==> src/pkg/adrd_defs.svh <==
/*
 * timing counts and widths for the ready/data serial port of the converter.
 * assumes the includer works at the system clock rate on clk_i.
 */
`ifndef ADRD_DEFS_SVH
`define ADRD_DEFS_SVH

`define ADRD_RESULT_W 24
`define ADRD_CNT_W 6
`define ADRD_FORCE_HIGH_CLKS 25
`define ADRD_CAL_CLKS 26
`define ADRD_MOD_DIV 128
`define ADRD_DECIM 1280
`define ADRD_CAL_CONVS 2
`define ADRD_SLEEP_HOLD 64
`define ADRD_FULL_POS 24'h7F_FFFF
`define ADRD_FULL_NEG 24'h80_0000

`endif

==> src/pkg/adrd_pkg.sv <==
/*
 * types for the ready/data serial port.
 * assumes adrd_defs.svh provides the numeric constants.
 */
package adrd_pkg;
	typedef enum logic [2:0] {
		ST_CAL,
		ST_CONVERT,
		ST_SLEEP
	} adrd_state_type;
endpackage
==> src/hw/adrd_port.sv <==
/*
 * conversion timing, calibration, sleep and two-wire readout.
 * assumes shift_clk_i is already synchronous to clk_i; clk_i free-running.
 */
`include "adrd_defs.svh"

// Overview of operation
// - pin goes low when a fresh result is ready.
// - first shift clock rise after ready presents the result msb.
// - rises 2 through 24 each shift out the next lower bit.
// - the 25th rise forces the pin high until next ready.
// - at 2.4576 MHz clock results come at 15 per second.
// - result rate scales directly with the system clock.
// - modulator cycle repeats every 128 system clocks.
// - ready falling edge marks the start of the next conversion.
// - each result is settled after one conversion cycle.
// - power-up runs self-calibration, then signals first result.
// - result is 24-bit two's complement, clipped at full scale.
// - falling edge of 26th clock starts a calibration; ready ends it.
// - shift clock held high after ready sleeps; low wakes.
module adrd_port #(
	parameter int RESULT_W = `ADRD_RESULT_W,
	parameter int DECIM = `ADRD_DECIM,
	parameter int SLEEP_HOLD = `ADRD_SLEEP_HOLD
) (
	input wire logic clk_i,
	input wire logic rst_n_i,
	input wire logic ce_i,
	input wire logic shift_clk_i,
	input wire logic signed [31:0] sample_i,
	output logic ready_data_out_o,
	output logic sleeping_o,
	output logic calibrating_o,
	output logic mod_phase_o
);
	// =========================================================
	// reset release
	logic [1:0] rst_sync_ff;
	logic rst_n;
	always_ff @(posedge clk_i or negedge rst_n_i) begin
		if (!rst_n_i) begin
			rst_sync_ff <= 2'b00;
		end else begin
			rst_sync_ff <= {rst_sync_ff[0], 1'b1};
		end
	end
	assign rst_n = rst_sync_ff[1];

	// =========================================================
	// clipping
	function automatic logic [RESULT_W-1:0] clip(input logic signed [31:0] v);
		logic signed [31:0] hi;
		logic signed [31:0] lo;
		hi = 32'sh007F_FFFF;
		lo = -32'sh0080_0000;
		if (v > hi) begin
			clip = `ADRD_FULL_POS;
		end else if (v < lo) begin
			clip = `ADRD_FULL_NEG;
		end else begin
			clip = v[RESULT_W-1:0];
		end
	endfunction

	// =========================================================
	// conversion state
	adrd_pkg::adrd_state_type state_ff, nxt_state;
	logic [6:0] mod_cnt_ff, nxt_mod_cnt;
	logic [15:0] conv_cnt_ff, nxt_conv_cnt;
	logic [1:0] cal_left_ff, nxt_cal_left;
	logic [RESULT_W-1:0] shreg_ff, nxt_shreg;
	logic [`ADRD_CNT_W-1:0] clks_ff, nxt_clks;
	logic sclk_d_ff, nxt_sclk_d;
	logic dout_ff, nxt_dout;
	logic cal_req_ff, nxt_cal_req;
	logic [7:0] hold_ff, nxt_hold;
	logic mod_ff, nxt_mod;
	logic rise, fall, conv_done;

	assign rise = shift_clk_i & ~sclk_d_ff;
	assign fall = ~shift_clk_i & sclk_d_ff;
	assign conv_done = (conv_cnt_ff == 16'(DECIM - 1)) &&
		(mod_cnt_ff == 7'(`ADRD_MOD_DIV - 1));

	always_comb begin
		nxt_state = state_ff;
		nxt_mod_cnt = mod_cnt_ff + 7'h01;
		nxt_mod = (mod_cnt_ff < 7'h40);
		nxt_conv_cnt = conv_cnt_ff;
		nxt_cal_left = cal_left_ff;
		nxt_shreg = shreg_ff;
		nxt_clks = clks_ff;
		nxt_sclk_d = shift_clk_i;
		nxt_dout = dout_ff;
		nxt_cal_req = cal_req_ff;
		nxt_hold = hold_ff;
		if (mod_cnt_ff == 7'(`ADRD_MOD_DIV - 1)) begin
			nxt_conv_cnt = conv_cnt_ff + 16'h0001;
		end
		if (rise && state_ff != adrd_pkg::ST_SLEEP) begin
			if (clks_ff < 6'(RESULT_W)) begin
				nxt_dout = shreg_ff[RESULT_W-1];
				nxt_shreg = {shreg_ff[RESULT_W-2:0], 1'b0};
			end else if (clks_ff == 6'(`ADRD_FORCE_HIGH_CLKS - 1)) begin
				nxt_dout = 1'b1;
			end
			if (clks_ff != 6'h3F) begin
				nxt_clks = clks_ff + 6'h01;
			end
		end
		if (fall && clks_ff == 6'(`ADRD_CAL_CLKS) && state_ff == adrd_pkg::ST_CONVERT) begin
			nxt_state = adrd_pkg::ST_CAL;
			nxt_cal_left = 2'(`ADRD_CAL_CONVS);
			nxt_conv_cnt = 16'h0000;
			nxt_mod_cnt = 7'h00;
			nxt_dout = 1'b1;
		end
		if (shift_clk_i && state_ff == adrd_pkg::ST_CONVERT && clks_ff != 6'h00) begin
			nxt_hold = (hold_ff == 8'(SLEEP_HOLD)) ? hold_ff : hold_ff + 8'h01;
		end else begin
			nxt_hold = 8'h00;
		end
		case (state_ff)
			adrd_pkg::ST_CAL: begin
				nxt_dout = 1'b1;
				if (conv_done) begin
					nxt_conv_cnt = 16'h0000;
					if (cal_left_ff == 2'h1) begin
						nxt_state = adrd_pkg::ST_CONVERT;
						nxt_shreg = clip(sample_i);
						nxt_dout = 1'b0;
						nxt_clks = '0;
					end
					nxt_cal_left = cal_left_ff - 2'h1;
				end
			end
			adrd_pkg::ST_CONVERT: begin
				if (hold_ff == 8'(SLEEP_HOLD)) begin
					nxt_state = adrd_pkg::ST_SLEEP;
					nxt_dout = 1'b1;
					nxt_cal_req = (clks_ff == 6'(`ADRD_FORCE_HIGH_CLKS));
				end else if (conv_done && nxt_state == adrd_pkg::ST_CONVERT) begin
					nxt_conv_cnt = 16'h0000;
					nxt_shreg = clip(sample_i);
					nxt_dout = 1'b0;
					nxt_clks = '0;
				end
			end
			adrd_pkg::ST_SLEEP: begin
				nxt_dout = 1'b1;
				nxt_mod_cnt = 7'h00;
				nxt_conv_cnt = 16'h0000;
				if (!shift_clk_i) begin
					nxt_clks = '0;
					nxt_cal_req = 1'b0;
					nxt_state = cal_req_ff ? adrd_pkg::ST_CAL : adrd_pkg::ST_CONVERT;
					nxt_cal_left = cal_req_ff ? 2'(`ADRD_CAL_CONVS) : 2'h1;
				end
			end
			default: nxt_state = adrd_pkg::ST_CAL;
		endcase
	end

	always_ff @(posedge clk_i or negedge rst_n) begin
		if (!rst_n) begin
			state_ff <= adrd_pkg::ST_CAL;
			mod_cnt_ff <= 7'h00;
			conv_cnt_ff <= 16'h0000;
			cal_left_ff <= 2'(`ADRD_CAL_CONVS);
			shreg_ff <= '0;
			clks_ff <= '0;
			sclk_d_ff <= 1'b0;
			dout_ff <= 1'b1;
			cal_req_ff <= 1'b0;
			hold_ff <= 8'h00;
			mod_ff <= 1'b0;
		end else if (ce_i) begin
			state_ff <= nxt_state;
			mod_cnt_ff <= nxt_mod_cnt;
			conv_cnt_ff <= nxt_conv_cnt;
			cal_left_ff <= nxt_cal_left;
			shreg_ff <= nxt_shreg;
			clks_ff <= nxt_clks;
			sclk_d_ff <= nxt_sclk_d;
			dout_ff <= nxt_dout;
			cal_req_ff <= nxt_cal_req;
			hold_ff <= nxt_hold;
			mod_ff <= nxt_mod;
		end
	end

	// =========================================================
	// outputs
	logic sleep_ff, nxt_sleep, cal_ff, nxt_cal;
	always_comb begin
		nxt_sleep = (nxt_state == adrd_pkg::ST_SLEEP);
		nxt_cal = (nxt_state == adrd_pkg::ST_CAL);
	end
	always_ff @(posedge clk_i or negedge rst_n) begin
		if (!rst_n) begin
			sleep_ff <= 1'b0;
			cal_ff <= 1'b1;
		end else if (ce_i) begin
			sleep_ff <= nxt_sleep;
			cal_ff <= nxt_cal;
		end
	end
	assign ready_data_out_o = dout_ff;
	assign sleeping_o = sleep_ff;
	assign calibrating_o = cal_ff;
	assign mod_phase_o = mod_ff;

	// =========================================================
	// checks
	property p_ready_low;
		@(posedge clk_i) disable iff (!rst_n)
		(ce_i && state_ff == adrd_pkg::ST_CONVERT && conv_done && hold_ff != 8'(SLEEP_HOLD) &&
		 !(fall && clks_ff == 6'(`ADRD_CAL_CLKS)))
		|=> !ready_data_out_o && clks_ff == '0;
	endproperty
	a_ready_low: assert property (p_ready_low) else $error("ready not signalled");

	property p_msb_first;
		@(posedge clk_i) disable iff (!rst_n)
		(ce_i && rise && clks_ff == '0 && state_ff == adrd_pkg::ST_CONVERT && !conv_done)
		|=> ready_data_out_o == $past(shreg_ff[RESULT_W-1]);
	endproperty
	a_msb_first: assert property (p_msb_first) else $error("msb not first");

	property p_next_bit;
		@(posedge clk_i) disable iff (!rst_n)
		(ce_i && rise && clks_ff > '0 && clks_ff < 6'(RESULT_W) &&
		 state_ff == adrd_pkg::ST_CONVERT && !conv_done && hold_ff != 8'(SLEEP_HOLD))
		|=> shreg_ff == {$past(shreg_ff[RESULT_W-2:0]), 1'b0};
	endproperty
	a_next_bit: assert property (p_next_bit) else $error("shift did not advance");

	property p_force_high;
		@(posedge clk_i) disable iff (!rst_n)
		(ce_i && rise && clks_ff == 6'(`ADRD_FORCE_HIGH_CLKS - 1) &&
		 state_ff == adrd_pkg::ST_CONVERT && !conv_done)
		|=> ready_data_out_o;
	endproperty
	a_force_high: assert property (p_force_high) else $error("25th clock not high");

	property p_mod_wrap;
		@(posedge clk_i) disable iff (!rst_n)
		(ce_i && mod_cnt_ff == 7'h7F && state_ff != adrd_pkg::ST_SLEEP) |=> mod_cnt_ff == 7'h00;
	endproperty
	a_mod_wrap: assert property (p_mod_wrap) else $error("modulator period wrong");

	property p_cal_start;
		@(posedge clk_i) disable iff (!rst_n)
		(ce_i && fall && clks_ff == 6'(`ADRD_CAL_CLKS) && state_ff == adrd_pkg::ST_CONVERT &&
		 hold_ff != 8'(SLEEP_HOLD))
		|=> calibrating_o && ready_data_out_o;
	endproperty
	a_cal_start: assert property (p_cal_start) else $error("calibration not started");

	property p_sleep_high;
		@(posedge clk_i) disable iff (!rst_n)
		(sleeping_o && state_ff == adrd_pkg::ST_SLEEP) |-> ready_data_out_o;
	endproperty
	a_sleep_high: assert property (p_sleep_high) else $error("pin low in sleep");

	property p_cal_pin_high;
		@(posedge clk_i) disable iff (!rst_n)
		(state_ff == adrd_pkg::ST_CAL && $past(state_ff) == adrd_pkg::ST_CAL) |-> ready_data_out_o;
	endproperty
	a_cal_pin_high: assert property (p_cal_pin_high) else $error("pin low in calibration");

	property p_hold_bit;
		@(posedge clk_i) disable iff (!rst_n)
		(ce_i && !rise && !conv_done && state_ff == adrd_pkg::ST_CONVERT &&
		 hold_ff != 8'(SLEEP_HOLD) && !fall)
		|=> $stable(ready_data_out_o);
	endproperty
	a_hold_bit: assert property (p_hold_bit) else $error("pin changed without cause");

	property p_conv_start;
		@(posedge clk_i) disable iff (!rst_n)
		(ce_i && state_ff == adrd_pkg::ST_CONVERT && conv_done && hold_ff != 8'(SLEEP_HOLD))
		|=> mod_cnt_ff == 7'h00 && conv_cnt_ff == 16'h0000;
	endproperty
	a_conv_start: assert property (p_conv_start) else $error("no restart at ready");

	property p_cal_end;
		@(posedge clk_i) disable iff (!rst_n)
		(ce_i && state_ff == adrd_pkg::ST_CAL && conv_done && cal_left_ff == 2'h1)
		|=> !ready_data_out_o && !calibrating_o;
	endproperty
	a_cal_end: assert property (p_cal_end) else $error("calibration end not signalled");

	property p_wake;
		@(posedge clk_i) disable iff (!rst_n)
		(ce_i && state_ff == adrd_pkg::ST_SLEEP && !shift_clk_i) |=> !sleeping_o;
	endproperty
	a_wake: assert property (p_wake) else $error("no wake on low shift clock");

	property p_ce_freeze;
		@(posedge clk_i) disable iff (!rst_n)
		!ce_i |=> $stable(ready_data_out_o) && $stable(state_ff) && $stable(mod_cnt_ff);
	endproperty
	a_ce_freeze: assert property (p_ce_freeze) else $error("state moved while disabled");
endmodule // adrd_port

==> config.mk <==
export PLATFORM = sky130hd
export DESIGN_NAME = adrd_port
export DESIGN_NICKNAME = d
export VERILOG_FILES = /design/src/pkg/adrd_pkg.sv /design/src/hw/adrd_port.sv
export VERILOG_INCLUDE_DIRS = /design/src /design/src/pkg
export SDC_FILE = /design/constraint.sdc
export NUM_CORES = 1
export LEC_CHECK = 0
export ABC_CLOCK_PERIOD_IN_PS = 2950
export BUFFER_PORTS_ARGS = -buffer_cell sky130_fd_sc_hd__buf_4
export CORE_ASPECT_RATIO = 0.7
export CORE_MARGIN = 3
export CORE_UTILIZATION = 59
export DETAILED_ROUTE_END_ITERATION = 10
export PLACE_DENSITY = 0.9
export SLEW_MARGIN = 20
export SYNTH_ARGS = -nofsm -noshare
export SYNTH_HDL_FRONTEND = slang
export SYNTH_SLANG_ARGS = --single-unit
==> constraint.sdc <==
create_clock -name clk_i -period 2.95 [get_ports clk_i]
set_clock_uncertainty 0.15 [all_clocks]
set_input_delay 0.4425 -clock clk_i [delete_from_list [all_inputs] [get_ports clk_i]]
set_output_delay 0.4425 -clock clk_i [all_outputs]
set_load 0.02 [all_outputs]
# Word-level counts from Yosys, hierarchy flattened
# Index checks and enable logic that the tools add are counted.
[classes]
bitwise = 4
add_sub_neg = 5
reduce_logical = 13
mux = 51
magnitude_cmp = 4
n_eq_ne = 16
[ops]
columns = ["cell", "n"]
rows = [
  ["24-bit 2-to-1 mux", 8],
  ["16-bit 2-to-1 mux", 5],
  ["16-bit case mux with 3 select lines", 1],
  ["24-bit case mux with 2 select lines", 1],
  ["6-bit 2-to-1 mux", 7],
  ["32-bit by 24-bit > comparator with 1-bit output (second input constant)", 1],
  ["32-bit by 24-bit < comparator with 1-bit output (second input constant)", 1],
  ["6-bit by 5-bit == test with 1-bit output (second input constant)", 3],
  ["6-bit case mux with 3 select lines", 1],
  ["16-bit by 1-bit adder with 16-bit output (second input constant)", 1],
  ["16-bit by 11-bit == test with 1-bit output (second input constant)", 1],
  ["8-bit 2-to-1 mux", 2],
  ["3-bit 2-to-1 mux", 5],
  ["7-bit 2-to-1 mux", 2],
  ["1-bit 2-to-1 mux", 11],
  ["3-bit case mux with 3 select lines", 1],
  ["8-bit by 1-bit adder with 8-bit output (second input constant)", 1],
  ["8-bit by 7-bit == test with 1-bit output (second input constant)", 1],
  ["2-bit 2-to-1 mux", 4],
  ["7-bit by 1-bit adder with 7-bit output (second input constant)", 1],
  ["7-bit == test (second input constant)", 1],
  ["1-bit logical AND", 7],
  ["7-bit < comparator (second input constant)", 1],
  ["6-bit by 1-bit adder with 6-bit output (second input constant)", 1],
  ["19 further kinds", 25],
]
[word_totals]
in_bits = 36
elab_cells = 107
out_inout_bits = 4
ff_bits = 74

# Longest topological paths before layout
[depth]
word_depth = 10
mapped_depth = 9

# Worst setup path before layout
# No wires, ideal clock.
[synth_path]
path_kind = "register -> register"
start = "reg mod_cnt_ff[0]"
end = "reg conv_cnt_ff[15]"
n_path_buf = 1
slack_ns = 0.727
required_ns = 2.679
path_stages_with_launch = 9
setup_time_ns = 0.121
arrival_ns = 1.952
synth_period_minus_slack_ns = 2.223
path_cell_list = "dfrtp_1 ha_1 and4_1 nand4_1 o21ai_1 and2_1 buf_2 o21ai_0 a22o_1"
[synth_via]
elab_chain_len = 6
elab_cells_between_ends = 9
cone_classes = "1 x eq/ne; 6 x mux; 2 x reduce/logical"
[synth_lines]
columns = ["item", "line", "source"]
rows = [
  ["from (decl)", "adrd_port.sv:68", "logic [6:0] mod_cnt_ff, nxt_mod_cnt;"],
  ["from (signal assigned)", "adrd_port.sv:179", "mod_cnt_ff <= nxt_mod_cnt;"],
  ["7-bit == test *", "adrd_port.sv:83, adrd_port.sv:97", ""],
  ["16-bit 2-to-1 mux / 1-bit logical AND (equally long branches)", "adrd_port.sv:97, adrd_port.sv:82", ""],
  ["16-bit 2-to-1 mux / 1-bit logical AND (equally long branches)", "adrd_port.sv:111, adrd_port.sv:142", ""],
  ["16-bit 2-to-1 mux", "adrd_port.sv:142", "end else if (conv_done && nxt_state == adrd_pkg::ST_CONVERT) begin"],
  ["16-bit 2-to-1 mux", "adrd_port.sv:138", "if (hold_ff == 8'(SLEEP_HOLD)) begin"],
  ["16-bit case mux with 3 select lines *", "adrd_port.sv:123", "case (state_ff)"],
  ["to (signal assigned)", "adrd_port.sv:180", "conv_cnt_ff <= nxt_conv_cnt;"],
  ["to (decl)", "adrd_port.sv:69", "logic [15:0] conv_cnt_ff, nxt_conv_cnt;"],
]
# Every way passes the cells marked *; elsewhere a longest branch is shown, timed or not.
# A chain may end at the register's enable or synchronous reset.

# Worst setup path after layout
[layout_path]
start = "reg mod_cnt_ff[0]"
end = "reg shreg_ff[6]"
[layout_via]
elab_chain_len = 6
elab_cells_between_ends = 7
cone_classes = "1 x eq/ne; 4 x mux; 2 x reduce/logical"
[layout_lines]
columns = ["item", "line", "source"]
rows = [
  ["7-bit == test *", "adrd_port.sv:83", "(mod_cnt_ff == 7'(`ADRD_MOD_DIV - 1));"],
  ["1-bit logical AND *", "adrd_port.sv:82", "assign conv_done = (conv_cnt_ff == 16'(DECIM - 1)) &&"],
  ["1-bit logical AND", "adrd_port.sv:142", ""],
  ["24-bit 2-to-1 mux", "adrd_port.sv:142", ""],
  ["24-bit 2-to-1 mux", "adrd_port.sv:138", ""],
  ["24-bit case mux with 2 select lines *", "adrd_port.sv:123", ""],
  ["to (signal assigned)", "adrd_port.sv:182", "shreg_ff <= nxt_shreg;"],
  ["to (decl)", "adrd_port.sv:71", "logic [RESULT_W-1:0] shreg_ff, nxt_shreg;"],
]
# Marks and branches as above.

==> impl_results.md <==
- Outcome: complete, no violations
- Post-synth EDFFs: 0
- Final nets: 528
- Critical Path Start Type: flop
- Syn nets: approximately 500
- Synth warn: 0
- Worst path bufs/invs: 0
- Via-to-Cell Ratio: about 6.3
- Leak: a little over 2 nW
- CTS tree: done
- Starting density of the core: between 60% and 70%
- Worst hold margin: 0.172 ns
- CTS buffer count: 9
- WL/cell: 17.0 um
- Initial antenna violation count: 0
- WP depth: 7
- Post-route antenna net violation count: 0
- DRT Pass-1 Iters: 7
- GRT Util Overall: 25.7%
- CP Capture Point: shreg_ff[6]$_DFFE_PN0P_
- WL final: 9840 um
- Yosys reg bits: 74
- Max frequency: around 370 MHz
- Post-synthesis sequential area ratio: 45.0%
- DRC: 0
- Slew @ Worst Pin: 1.04 ns
- Post-Synthesis Cells: 448
- Crit path max-delay family: compound AO/OA/AOI/OAI gates
- R2R depth: 7
- Clock root buffer: clkbuf_8
- Async S/R FF share, synth: 100%
- CTS Buffer Depth: 2
- Fillers: ~480
- Die ar.: about 0.0080 mm2
- Netlist Area Pre-Place: roughly 0.004 mm2
- Slowest cell on the critical path: a21oi_2
- Worst setup margin: around 0.25 ns
- Post-synthesis mux area share: 1.49%
- Die Y-Extent: 75.9 um
- Clock transition at path regs: roughly 0.080 ns
- Worst setup EP type: flop
- Die width: 106 um
- Total number of vias: ~3,700
- GRT overflow: 0
- Minimum clock period: ~2.7 ns
- Setup bufs post-CTS: 0
- Final hold vios: 0
- IO buf count: 39
- Crit-path max FO: 23
- Non-Filler Instances: 579
- Data arrival, critical path: about 2.8 ns
- Slew Viols, Final: 0
- Area of the core: roughly 0.0065 mm2
- Setup WS pre-CTS: 0.326 ns
- Iteration-0 DRC Markers: roughly 320
- Required time worst endpoint: 3.09 ns
- Tot Pwr: 2.88 mW
- Number of max-cap violations: 0
- Critical-path cell list: ha_1 > and4_1 > nand2_1 > a2111oi_4 > a21oi_2 > a22oi_1 > o21ai_1
- Worst path max stage delay: ~0.80 ns
- Largest net degree at the start of global routing: 39
- Worst r2r src: mod_cnt_ff[0]$_DFFE_PN0P_
- Setup CP Type: reg -> reg
- Max transition margin: a little under a third
- Peak supply drop: approximately 0.38 mV
- Placer congestion estimate: roughly 0.94
- Site Rows: 24
- Share of cells above drive strength 1: between 10% and 20%
- Setup-failing EPs final: 0
- First-pass GRT wire length: around 17,000 um
- Main combinational cell family by area after synthesis: compound AO/OA/AOI/OAI gates
- RSZ-0062 raised after global routing: no
- Post-layout util: about 73%
- Post-Synth Simple-Gate Area: 20.7%
- Sequential cell area: roughly 0.0019 mm2
- # clock sinks: 74
- Adder-Cell Fraction of Synth Area: roughly 2.7%
- DP HPWL: roughly 6800 um
- Period Utilization, post-route: roughly nine tenths
- Layout area overhead: 14.4%
- IO Pins: 40
- Library cells used by synthesis: 62
- Design area: between 0.004 and 0.005 mm2
- Reg2reg end: shreg_ff[6]$_DFFE_PN0P_
- Dpl cells: between 500 and 600
- Worst hold path class: in -> reg
- Synth Area in XOR/XNOR: 0.425%
- R2r setup slk: around 0.25 ns
- Main synth FF type: dfrtp_1
- Pwr dens: between 600 and 700 mW/mm2
- Worst Hold Depth: 3
- Diodes inserted: 0
- Placed Area: around 0.0045 mm2
- Vias in the first global route: approximately 3,400
- Total negative setup slack: 0 ns
- Synth Area in Compound Gates: ~25%
- Multi-input logic area: 0.00208 mm2
- H-tree depth: 3
- Clock Latency Late Sink: around 0.36 ns
- Mean area per synthesized cell: roughly 9.2 um2
- Setup crit start: mod_cnt_ff[0]$_DFFE_PN0P_
## Yosys cell counts, types with 2 or more instances
master,number,share of area (%)
a22oi_1,21,3.8
or3_1,2,0.30
mux2i_1,5,1.2
nor2_1,54,4.9
dfstp_2,3,1.9
o22ai_1,2,0.30
ha_1,9,2.7
a31oi_1,5,0.76
dfrtp_1,71,43
buf_2,7,0.85
nor2b_1,9,1.4
and4_1,5,1.1
nand4_1,5,0.76
a22o_1,11,2.3
nor3_1,7,0.85
nor4b_1,2,0.43
o2bb2ai_1,5,1.1
clkbuf_1,9,0.82
nand3_1,20,2.4
a311oi_1,2,0.43
a211oi_1,3,0.55
buf_4,4,0.73
a2111oi_4,2,1.3
nand2b_1,3,0.46
a21o_1,3,0.55
o21ai_1,22,2.7
nor4_1,5,0.76
a21oi_1,18,2.2
inv_1,12,1.1
or4_1,2,0.36
and2_1,2,0.30
o31ai_1,7,1.3
nand2_1,33,3.0
and3_1,11,1.7
a41o_1,2,0.49
o21ai_0,37,4.5
buf_6,3,0.82
## report_power, final
group,switching (mW),internal [mW]
clock,0.395,0.561
sequential,0.174,1.19
combinational,0.298,0.254
## routing by layer
layer / part of all wire, % / wire length (um) / up-vias / GRT usage [%]
met5: 0 / 0 / - / 0
met4: 1.9 / 189 / 0 / 7.76
met3: 7.0 / 686 / 25 / 5.94
met2: 46 / 4510 / 151 / 37.7
met1: 45 / 4460 / 1764 / 38.0
li1: - / - / 1731 / -
## tightest hold or removal path, delay by kind of cell
| kind | cells | cell delay, ns |
|---|---|---|
| simple gates | 1 | 0.04 |
| compound gates | 1 | 0.10 |
| buf+inv | 1 | 0.08 |
## layout make-up
class	count	area share (%)
Sequential cell	74	39.4
Tap cell	91	2.42
Timing Repair Buffer	47	7.81
Multi-Input combinational cell	338	44.2
Inverter	13	1.04
Clock inverter	7	2.50
Clock buffer	9	2.63
## registers in the layout (all words and copies together), names as in the netlist, 2 cells and up
name / flops
conv_cnt_ff: 16
mod_cnt_ff: 7
hold_ff: 8
state_ff: 3
clks_ff: 6
rst_sync_ff: 2
cal_left_ff: 2
shreg_ff: 24
## placed cells by master, fill, tap and decap left out, types with 12 or more instances in the layout
cell	count
nor2_1	54
dfrtp_1	70
o21ai_1	22
inv_1	12
a21oi_1	18
nand3_1	20
buf_4	45
nand2_1	33
a22oi_1	21
o21ai_0	37
## kinds of logic after synthesis
kind of cell               count (synthesis)
and+or+nand+nor                          169
AOI/OAI and AO/OA                        151
DFF                                       74
buffers and inverters                     36
adders and majority gates                  9
muxes                                      6
xor gates and xnor gates                   2
other                                      1
## worst min path at each step
stage                startpoint  slack (ns)                        to
floorplan               rst_n_i      -0.003  rst_sync_ff[0]$_DFF_PN0_
global placement        rst_n_i        0.07  rst_sync_ff[0]$_DFF_PN0_
detailed placement      rst_n_i        0.08  rst_sync_ff[0]$_DFF_PN0_
CTS                 sample_i[8]        0.16   shreg_ff[8]$_DFFE_PN0P_
global route        sample_i[9]        0.17   shreg_ff[9]$_DFFE_PN0P_
finish              sample_i[9]        0.17   shreg_ff[9]$_DFFE_PN0P_
## timing repair
item | CTS | global route
hold buffers | 1 | 0
hold endpoints to repair | 2 | 0
gates resized for setup | 0 | 0
(Power assumes the default switching activity.)
